==> src/dtg_defines.svh <==
// Purpose: constants of the dual-tone dialer generator
// Assumes: system clock of 25 MHz drives the phase accumulators
// Notes: increments are derived from the clock rate, never typed in
`ifndef DTG_DEFINES_SVH
`define DTG_DEFINES_SVH

// control word layout and reset
`define DTG_CTRL_PD_BIT 0
`define DTG_CTRL_EN_BIT 1
`define DTG_CTRL_RST 2'h1
// select word layout and reset
`define DTG_ROW_LSB 0
`define DTG_COL_LSB 4
`define DTG_SEL_RST 8'h00
// output converter codes
`define DTG_PD_CODE 8'h00
`define DTG_MID_CODE 8'h80
// clock rate in hertz and phase accumulator width
`define DTG_CLK_HZ 25000000
`define DTG_PHASE_W 24
// generated frequencies in hertz
`define DTG_HZ_R1 699
`define DTG_HZ_R2 766
`define DTG_HZ_R3 847
`define DTG_HZ_R4 948
`define DTG_HZ_C1 1215
`define DTG_HZ_C2 1332
`define DTG_HZ_C3 1472
`define DTG_HZ_C4 1633
// phase step per clock for a frequency, rounded to nearest
`define DTG_INC(hz) ((((64'h1 << `DTG_PHASE_W) * (hz)) + (`DTG_CLK_HZ / 2)) / `DTG_CLK_HZ)

`endif

==> src/dtg_pkg.sv <==
// Purpose: types of the dual-tone dialer generator
// Assumes: dtg_defines.svh gives the widths
// Notes: none
`include "dtg_defines.svh"

package dtg_pkg;
	typedef logic [1:0] dtg_ctrl_t;
	typedef logic [7:0] dtg_sel_t;
	typedef logic [7:0] dtg_code_t;
	typedef logic [`DTG_PHASE_W-1:0] dtg_inc_t;
	typedef logic signed [7:0] dtg_sample_t;
	typedef enum logic [2:0] {
		DTG_OFF = 3'h1,
		DTG_IDLE = 3'h2,
		DTG_TONE = 3'h4
	} dtg_mode_t;
endpackage : dtg_pkg

==> src/dtg_tone_if.sv <==
// Purpose: link between the tone selector and one oscillator
// Assumes: one clock for both ends
// Notes: restart is a one-cycle pulse
`timescale 1ns/100ps
`default_nettype none

interface dtg_tone_if;
	import dtg_pkg::*;
	dtg_inc_t inc;
	logic run;
	logic restart;
	dtg_sample_t sample;
	modport ctl (output inc, output run, output restart, input sample);
	modport osc (input inc, input run, input restart, output sample);
endinterface : dtg_tone_if

`default_nettype wire

==> src/dtg_top.sv <==
// Purpose: dual-tone dialer generator with power-down and tone enable
// Assumes: i_clk at 25 MHz stands in for the tone clock
// Notes: o_tone_code feeds a converter; 8'h80 is mid-supply
// Notes on behaviour
// power-down forces output to logic zero
// both registers writable during power-down
// software times each tone's duration
// new selection switches both tones at once
// disabled or empty selection rests at mid
// valid selection gives dual or single tone
// one-hot rows and columns pick frequencies
// row and column frequencies near nominal
// software writes only valid one-hot patterns
// one control and one select register
// tone logic runs from the tone clock
// software starts full-speed mode before tones
// phase accumulators feed summed sine samples
`timescale 1ns/100ps
`default_nettype none
`include "dtg_defines.svh"

module dtg_top (
	input wire logic i_clk,
	input wire logic i_srst,
	input wire logic i_ctrl_wr,
	input wire dtg_pkg::dtg_ctrl_t i_ctrl_wdata,
	output dtg_pkg::dtg_ctrl_t o_ctrl_rdata,
	input wire logic i_sel_wr,
	input wire dtg_pkg::dtg_sel_t i_sel_wdata,
	output dtg_pkg::dtg_sel_t o_sel_rdata,
	output dtg_pkg::dtg_code_t o_tone_code,
	output logic o_tone_active
);
	import dtg_pkg::*;

	dtg_ctrl_t tone_control_reg;
	dtg_sel_t tone_select_reg;
	dtg_mode_t mode;
	logic tone_power_down;
	logic tone_enable;
	logic [3:0] row_freq_select;
	logic [3:0] column_freq_select;
	logic [8:0] sum_wide;
	logic sel_wr_q;

	dtg_tone_if row_if ();
	dtg_tone_if col_if ();

	// one-hot select to phase step; other patterns silence the component
	function automatic dtg_inc_t row_step(input logic [3:0] s);
		case (s)
			4'h1: row_step = dtg_inc_t'(`DTG_INC(`DTG_HZ_R1));
			4'h2: row_step = dtg_inc_t'(`DTG_INC(`DTG_HZ_R2));
			4'h4: row_step = dtg_inc_t'(`DTG_INC(`DTG_HZ_R3));
			4'h8: row_step = dtg_inc_t'(`DTG_INC(`DTG_HZ_R4));
			default: row_step = '0;
		endcase
	endfunction : row_step

	function automatic dtg_inc_t col_step(input logic [3:0] s);
		case (s)
			4'h1: col_step = dtg_inc_t'(`DTG_INC(`DTG_HZ_C1));
			4'h2: col_step = dtg_inc_t'(`DTG_INC(`DTG_HZ_C2));
			4'h4: col_step = dtg_inc_t'(`DTG_INC(`DTG_HZ_C3));
			4'h8: col_step = dtg_inc_t'(`DTG_INC(`DTG_HZ_C4));
			default: col_step = '0;
		endcase
	endfunction : col_step

	// control register, written whatever the power-down state
	always_ff @(posedge i_clk) begin
		if (i_srst) begin
			tone_control_reg <= `DTG_CTRL_RST;
		end else if (i_ctrl_wr) begin
			tone_control_reg <= i_ctrl_wdata;
		end
	end

	// select register, likewise always writable
	always_ff @(posedge i_clk) begin
		if (i_srst) begin
			tone_select_reg <= `DTG_SEL_RST;
		end else if (i_sel_wr) begin
			tone_select_reg <= i_sel_wdata;
		end
	end

	// restart both phases in the cycle the new selection takes effect
	always_ff @(posedge i_clk) begin
		if (i_srst) begin
			sel_wr_q <= 1'b0;
		end else begin
			sel_wr_q <= i_sel_wr;
		end
	end

	assign o_ctrl_rdata = tone_control_reg;
	assign o_sel_rdata = tone_select_reg;
	assign tone_power_down = tone_control_reg[`DTG_CTRL_PD_BIT];
	assign tone_enable = tone_control_reg[`DTG_CTRL_EN_BIT];
	assign row_freq_select = tone_select_reg[`DTG_ROW_LSB +: 4];
	assign column_freq_select = tone_select_reg[`DTG_COL_LSB +: 4];

	always_comb begin
		if (tone_power_down) begin
			mode = DTG_OFF;
		end else if (!tone_enable || tone_select_reg == '0) begin
			mode = DTG_IDLE;
		end else begin
			mode = DTG_TONE;
		end
	end

	// both components take their new step in the same cycle
	assign row_if.inc = row_step(row_freq_select);
	assign col_if.inc = col_step(column_freq_select);
	assign row_if.run = (mode == DTG_TONE) && (row_if.inc != '0);
	assign col_if.run = (mode == DTG_TONE) && (col_if.inc != '0);
	assign row_if.restart = sel_wr_q;
	assign col_if.restart = sel_wr_q;

	dtg_osc u_row_osc (
		.i_clk(i_clk),
		.i_srst(i_srst),
		.tone(row_if.osc)
	);

	dtg_osc u_col_osc (
		.i_clk(i_clk),
		.i_srst(i_srst),
		.tone(col_if.osc)
	);

	assign sum_wide = 9'(`DTG_MID_CODE) + 9'($signed(row_if.sample) + $signed(col_if.sample));

	// output converter code, biased at mid-supply
	always_ff @(posedge i_clk) begin
		if (i_srst) begin
			o_tone_code <= `DTG_PD_CODE;
		end else begin
			unique case (mode)
				DTG_OFF: o_tone_code <= `DTG_PD_CODE;
				DTG_IDLE: o_tone_code <= `DTG_MID_CODE;
				DTG_TONE: o_tone_code <= sum_wide[7:0];
			endcase
		end
	end

	always_ff @(posedge i_clk) begin
		if (i_srst) begin
			o_tone_active <= 1'b0;
		end else begin
			o_tone_active <= (mode == DTG_TONE);
		end
	end
endmodule : dtg_top

`default_nettype wire

==> src/dtg_osc.sv <==
// Purpose: one sine oscillator, phase accumulator plus quarter-wave table
// Assumes: inc is the phase step per clock
// Notes: 32 table steps per period, one sample per clock, amplitude 63
`timescale 1ns/100ps
`default_nettype none
`include "dtg_defines.svh"

module dtg_osc #(
	parameter int PHASE_W = `DTG_PHASE_W
) (
	input wire logic i_clk,
	input wire logic i_srst,
	dtg_tone_if.osc tone
);
	import dtg_pkg::*;

	logic [PHASE_W-1:0] phase;
	logic [3:0] qidx;
	logic [4:0] top;

	if (PHASE_W < 8 || PHASE_W != $bits(dtg_inc_t)) begin : g_bad_phase_w
		$error("dtg_osc: phase width not served");
	end

	function automatic logic [5:0] quarter(input logic [3:0] k);
		case (k)
			4'h0: quarter = 6'h00;
			4'h1: quarter = 6'h0C;
			4'h2: quarter = 6'h18;
			4'h3: quarter = 6'h23;
			4'h4: quarter = 6'h2D;
			4'h5: quarter = 6'h34;
			4'h6: quarter = 6'h3A;
			4'h7: quarter = 6'h3E;
			default: quarter = 6'h3F;
		endcase
	endfunction : quarter

	// phase restarts together with the other oscillator on a new selection
	always_ff @(posedge i_clk) begin
		if (i_srst || tone.restart || !tone.run) begin
			phase <= '0;
		end else begin
			phase <= phase + tone.inc;
		end
	end

	assign top = phase[PHASE_W-1 -: 5];
	assign qidx = top[3] ? 4'(4'h8 - {1'b0, top[2:0]}) : {1'b0, top[2:0]};

	always_ff @(posedge i_clk) begin
		if (i_srst || !tone.run) begin
			tone.sample <= '0;
		end else if (top[4]) begin
			tone.sample <= -$signed({2'b00, quarter(qidx)});
		end else begin
			tone.sample <= $signed({2'b00, quarter(qidx)});
		end
	end
endmodule : dtg_osc

`default_nettype wire

==> config.mk <==
export PLATFORM = sky130hd
export DESIGN_NAME = dtg_top
export DESIGN_NICKNAME = d
export VERILOG_FILES = /design/src/dtg_pkg.sv /design/src/dtg_tone_if.sv /design/src/dtg_top.sv /design/src/dtg_osc.sv
export VERILOG_INCLUDE_DIRS = /design/src
export SDC_FILE = /design/constraint.sdc
export NUM_CORES = 1
export LEC_CHECK = 0
export BUFFER_PORTS_ARGS = -buffer_cell sky130_fd_sc_hd__clkbuf_2
export CAP_MARGIN = 0
export CORE_MARGIN = 8
export CORE_UTILIZATION = 35
export DETAILED_ROUTE_END_ITERATION = 7
export HOLD_SLACK_MARGIN = 0.1
export PLACE_DENSITY = 0.5
export SETUP_SLACK_MARGIN = 0.3
export SKIP_LAST_GASP = 1
export SYNTH_ARGS = -nofsm -noshare
export SYNTH_HDL_FRONTEND = slang
export SYNTH_SLANG_ARGS = --single-unit
==> constraint.sdc <==
create_clock -name i_clk -period 9.1 [get_ports i_clk]
set_clock_uncertainty 0.05 [all_clocks]
set_input_delay 1.365 -clock i_clk [delete_from_list [all_inputs] [get_ports i_clk]]
set_output_delay 1.365 -clock i_clk [all_outputs]
set_load 0.01 [all_outputs]
Yosys cells after proc, flatten, opt, wreduce, memory -nomap -nowiden
Memory sizes are Yosys's and may differ from the RTL's.
Cells that the tools add are included.
Word-level totals
  flip-flop bits (word level): 84
  memory bits (read-only): 192
  output and inout bits: 19
  memories kept: 4
Operators by class
  add/subtract/negate cells: 8
  equality and inequality tests: 11
  mux-type cells: 17
  bitwise operators: 2
  reductions and logical operators: 16
Memory list
  (name not given): words 8, bits a word 6, read ports 1, clocked after memory_dff 0, write ports 0, RTL line dtg_osc.sv:26  | case (k)
  (name not given): words 8, bits a word 6, read ports 1, clocked after memory_dff 0, write ports 0, RTL line dtg_osc.sv:26
  (name not given): words 8, bits a word 6, read ports 1, clocked after memory_dff 0, write ports 0, RTL line dtg_osc.sv:26
  (name not given): words 8, bits a word 6, read ports 1, clocked after memory_dff 0, write ports 0, RTL line dtg_osc.sv:26
Operators by type and width (count)
  6-bit two-way mux: 10
  24-bit nonzero test: 2
  11-bit case mux with 4 select lines: 1
  10-bit case mux with 4 select lines: 1
  24-bit by 10-bit adder with 24-bit output: 1
  24-bit by 11-bit adder with 24-bit output: 1
  8-bit case mux with 3 select lines: 1
  6-bit negator with 8-bit output: 2
  8-bit adder: 1
  8-bit adder, first input constant: 1
  4-bit by 1-bit equality test with 1-bit output, second input constant: 2
  4-bit by 2-bit equality test with 1-bit output, second input constant: 2
  4-bit by 3-bit equality test with 1-bit output, second input constant: 2
  4-bit equality test, second input constant: 2
  8-bit logical NOT: 1
  4-bit two-way mux: 2
  4-bit by 3-bit subtractor with 4-bit output, first input constant: 2
  1-bit logical OR: 6
  3-bit two-way mux: 2
  2-bit OR reduction: 2
  3-bit by 1-bit equality test with 1-bit output, second input constant: 1
  3-bit by 2-bit equality test with 1-bit output, second input constant: 1
  3-bit equality test, second input constant: 1
  1-bit logical NOT: 3
  2 further kinds: 4

Logic depth before layout (Yosys ltp)
  word-level depth: 11
  gate-level depth with buffers: 13
  gate-level depth less buffers: 12

By module
A second synthesis with hierarchy kept.
Second synthesis, totals
  cells, all modules: 669
  area, all modules: 5795.6 µm²
By module, submodules not included
  dtg_osc (u_row_osc): times used 1, cells each 282, area each 2349.8 µm², seq. area each 640.6 µm²
  dtg_osc (u_col_osc): times used 1, cells each 267, area each 2269.7 µm², seq. area each 640.6 µm²
  dtg_top: times used 1, cells each 120, area each 1176.1 µm², seq. area each 400.4 µm²

Worst setup path before layout
OpenSTA, ideal clock, no wires.
  kind: reg-to-reg
  start: register tone_select_reg[1], in the netlist o_sel_rdata[1]
  end: register u_row_osc.phase[22]
  data arrival time: 3.025 ns
  required time: 8.978 ns
  setup slack: 5.953 ns
  cell stages (with the launch flop): 13
  period minus slack after synthesis: 3.147 ns
  cell sequence: dfxtp_1 or3_1 nor2_1 ha_1 inv_1 fa_1 nor2b_1 o2111ai_1 a31oi_1 o22ai_1 clkbuf_1 nor4_1 mux2i_1
On the way
  word-level cells in the longest chain between the ends: 8
  elaborated cells between the ends (all ways): 15
  those cells by class: 1 x add/sub; 5 x eq/ne; 3 x mux; 6 x reduce/logical
Ends and longest elaborated chain
  start, declared: RTL line dtg_top.sv:37  | dtg_sel_t tone_select_reg;
  start signal, assigned: RTL line dtg_top.sv:82  | tone_select_reg <= `DTG_SEL_RST;
  start signal, assigned: RTL line dtg_top.sv:84  | tone_select_reg <= i_sel_wdata;
  parallel branches: the longest is 8 deep, another holds 24-bit by 10-bit adder with 24-bit output
  end signal, assigned: RTL line dtg_osc.sv:44  | phase <= phase + tone.inc;
  end, declared: RTL line dtg_osc.sv:17  | logic [PHASE_W-1:0] phase;
Parallel ways; which one is timed is not known.
A chain may end at the register's enable or synchronous reset.

Worst setup path in the final report
  start: register tone_select_reg[1], in the netlist o_sel_rdata[1]
  end: register u_row_osc.phase[18]
Same word-level chain as after synthesis.

==> summary by stage <==
Route
After detailed routing, the number of remaining DRC violations is 0. Summed over all layers, the routed wires come to 10400 um. The detailed-routing iteration count for the pre-antenna-repair pass is 5. In this run, the number of DRC markers left after iteration 0 of detailed routing was 155.

The wire length per cell after detailed routing is 13.4 um. The ratio of routed vias to standard cells is 5.01. The count of nets left with antenna violations once routing finished came out at 0. The via count of the routed design is 3914.

GRT
The routing usage on met1 is 15.7%. The met3 layer usage reported by global route is 2.88%. The first-pass GRT wire length is 17800 um. Entering global routing, the biggest net connects 25 pins. The fraction of met2 tracks used by global routing is 17.8%.

Global routing used 11.8% of the available tracks across all layers. The busiest layer in global routing is met2. The number of global-route vias before repair came to 3785. The number of antenna violations at the first check in global routing came to 0.

The final global-route overflow total is 0.

Floorplanning
The starting utilization of the core area is 35.2%. The floorplan has 44 rows. The die is 136 um tall. In this run the horizontal extent of the chip is 136 um.

The number of ports placed on the die boundary is 33. The standard cell core area is 14300 um2. The die covers 18500 um2.

Setup path
STA classifies the critical path endpoint as a flip-flop. At the worst endpoint, the arrival time is 3810 ps. The element type at the critical path start is a flip-flop.

The worst setup path category is flip-flop to flip-flop. Along the worst path, the maximum fanout reaches 12. At the worst endpoint, the required time is 9320 ps.

Layout
The repair_antennas step left the layout with diodes totalling 0. The final cell count without fillers is 782. Cells with a size suffix above 1 make up 12.9% of the layout. The area overhead of the layout relative to synthesis is 11.6%. The combined flip-flop and latch cell area is 1680 um2.

The finished cells cover 5620 um2. The number of fill cells is 1439. After the last flow step, the layout net total stands at 658. The footprint of the multi-input gates is 3130 um2.

CTS
Counting the buffers created by CTS gives 9. The buffer type at the clock tree root is sky130_fd_sc_hd__clkbuf_16. The H-tree was split into 3 levels.

The maximum number of buffers from clock root to sink is 2. Clock-pin slew was measured on the worst setup and hold paths at 60 ps. The clock net in this run drives a total of 84 sinks. Buffers added to address setup during post-CTS repair amount to 0. The clock reaches the later pin of the worst-skew pair after 340 ps. Post-CTS repair changed the size of 0 cells. The number of buffers inserted for hold repair after clock tree synthesis is 0. The CTS tree is yes.

Timing
Measured against its own limit, the worst slew margin works out to 28.2%. The slew at the pin closest to its max-slew limit is 1060 ps. The max-slew violation count was 0.

The minimum period implied by the final worst setup slack is 3590 ps. The final number of setup-violating endpoints is 0. The final count of hold timing violations is 0.

Based on the critical path, the design can be clocked at up to 278 MHz. The setup TNS is 0 ps. In the finished design, the share of the clock period the worst path needs comes to 39.5%.

Setup repair after global routing left no endpoint under its margin.

Place
The count of buffers added on input and output ports is 32. Including well taps, the total number of placed cells is 766. The global placement routability congestion is 0.776. The HPWL after detailed placement is 7910 um. The post-placement cell area is 5310 um2.

Synth
The share of the Yosys chip area taken by registers is 33.4%. The post-synthesis instance area is 5040 um2. The synthesized netlist contains 60 unique library cells. Counting flops with an async set or reset pin after synthesis yields a share of 0%. The number of flops mapped to enable cells by yosys is 0. Among all flip-flop cells after synthesis, the most frequent one is sky130_fd_sc_hd__dfxtp_1. The number of warning messages in the yosys log is 0.

In this run the mean area of a mapped cell was 8.90 um2. The total nets after synthesis is 631. The post-synthesis cell count is 566. The number of synthesized register bits is 84.

Status
The flow ran to the end, and the final reports show no timing, DRC or antenna violations.

Min path
The min-delay analysis places its worst path in the category flip-flop to flip-flop.

Power
The power per unit of standard cell area is 145 nW/um2. The static power due to leakage is 2.22 nW. The total chip power is 817 uW. VDD sags by at most 71.5 uV.

Flow run
The max-capacitance violation count is 0.
cells in the final DEF, fill, tap and decap left out, drive strengths merged, types with 2 or more instances in the layout:
cell,instances
or2,8
nor3b,3
or3,8
nor2b,8
a31oi,5
and2,6
a211oi,9
or4,4
nand3,13
a21boi,3
ha,48
o21a,8
xor2,18
nor4,5
xnor2,31
o41ai,2
clkbuf,43
o31ai,4
dfxtp,84
fa,3
nand4,2
nand2,25
and3,5
inv,29
nand2b,6
nor2,83
a21oi,33
o21bai,6
mux2i,16
nor4b,4
mux2,4
a22oi,2
clkinvlp,2
o211ai,5
and4,2
nor3,16
a21o,13
o21ai,22
o2111ai,2
critical path, stage by stage, from the launching register on:
cell	delay, ps
sky130_fd_sc_hd__dfxtp_1	380
sky130_fd_sc_hd__or3_1	410
sky130_fd_sc_hd__nor2_1	350
sky130_fd_sc_hd__ha_1	280
sky130_fd_sc_hd__inv_1	60
sky130_fd_sc_hd__fa_1	370
sky130_fd_sc_hd__nor2b_1	190
sky130_fd_sc_hd__o2111ai_1	160
sky130_fd_sc_hd__a31oi_1	230
sky130_fd_sc_hd__o22ai_1	320
sky130_fd_sc_hd__or4_1	590
sky130_fd_sc_hd__a21oi_1	140
path summary, 6_finish.rpt:
check | startpoint | endpoint | slack (ps) | depth (start not counted)
worst max-delay path | o_sel_rdata[1] | u_row_osc.phase[18] | 5510 | 11
worst min-delay path | u_col_osc.phase[18] | u_col_osc.phase[18] | 440 | 2
worst max register to register | o_sel_rdata[1] | u_row_osc.phase[18] | 5510 | 11
worst min register to register | u_col_osc.phase[18] | u_col_osc.phase[18] | 440 | 2
report_power, final:
group	switching (mW)	total (mW)	internal [mW]
Clock	0.156	0.384	0.228
Combinational	0.0320	0.0561	0.0241
Sequential	0.00520	0.376	0.371
registers in the layout, summed over array words and instances, names as in the netlist:
| signal | count |
|---|---|
| o_tone_active | 1 |
| o_sel_rdata | 8 |
| o_tone_code | 8 |
| u_row_osc.phase | 24 |
| o_ctrl_rdata | 2 |
| u_row_osc.tone.sample | 8 |
| col_if.restart | 1 |
| u_col_osc.phase | 24 |
| u_col_osc.tone.sample | 8 |
kinds of logic (layout without fill, tap and decap cells):
group	count (synthesis)	after routing	synth area share, %
xor gates and xnor gates	49	49	8.67
and+or+nand+nor	198	198	20.7
adders and majority gates	51	51	13.1
buffers and inverters	44	76	4.47
muxes	20	20	4.07
AOI/OAI and AO/OA	120	120	15.6
DFF	84	84	33.4
through the flow:
step / util (%) / hold slack (ps) / setup WS (ps)
global route: 39.3 / 448 / 5170
global placement: 37.1 / 410 / 5670
detailed placement: 37.1 / 423 / 5520
floorplan: - / 400 / 5950
finish: 39.3 / 435 / 5510
CTS: 39.3 / 432 / 5500
area by class of cell:
class / count / share of cell area [%]
Clock inverter: 5 / 1.05
Timing Repair Buffer: 32 / 2.85
Sequential cell: 84 / 29.9
Inverter: 28 / 1.91
Multi-Input combinational cell: 438 / 55.7
Tap cell: 184 / 4.10
Clock buffer: 11 / 4.50
routing by layer:
layer / vias up / wire (um)
li1: 2040 / -
met3: 10 / 419
met4: 0 / 160
met2: 69 / 4460
met1: 1795 / 5410
met5: - / 0
synthesized netlist by cell type, types with 9 or more instances:
library cell,number,area share [%]
sky130_fd_sc_hd__a211oi_1,9,1.3
sky130_fd_sc_hd__nor2_4,9,2.0
sky130_fd_sc_hd__nor3_1,16,1.6
sky130_fd_sc_hd__inv_1,27,2.0
sky130_fd_sc_hd__xor2_1,18,3.1
sky130_fd_sc_hd__a21oi_1,33,3.3
sky130_fd_sc_hd__a21o_1,13,1.9
sky130_fd_sc_hd__xnor2_1,30,5.2
sky130_fd_sc_hd__mux2i_1,16,3.2
sky130_fd_sc_hd__ha_1,48,12
sky130_fd_sc_hd__o21ai_0,20,2.0
sky130_fd_sc_hd__nand3_1,13,1.3
sky130_fd_sc_hd__nand2_1,24,1.8
sky130_fd_sc_hd__dfxtp_1,84,33
sky130_fd_sc_hd__nor2_1,73,5.4
Note: power is estimated with default switching activity, not from simulation.
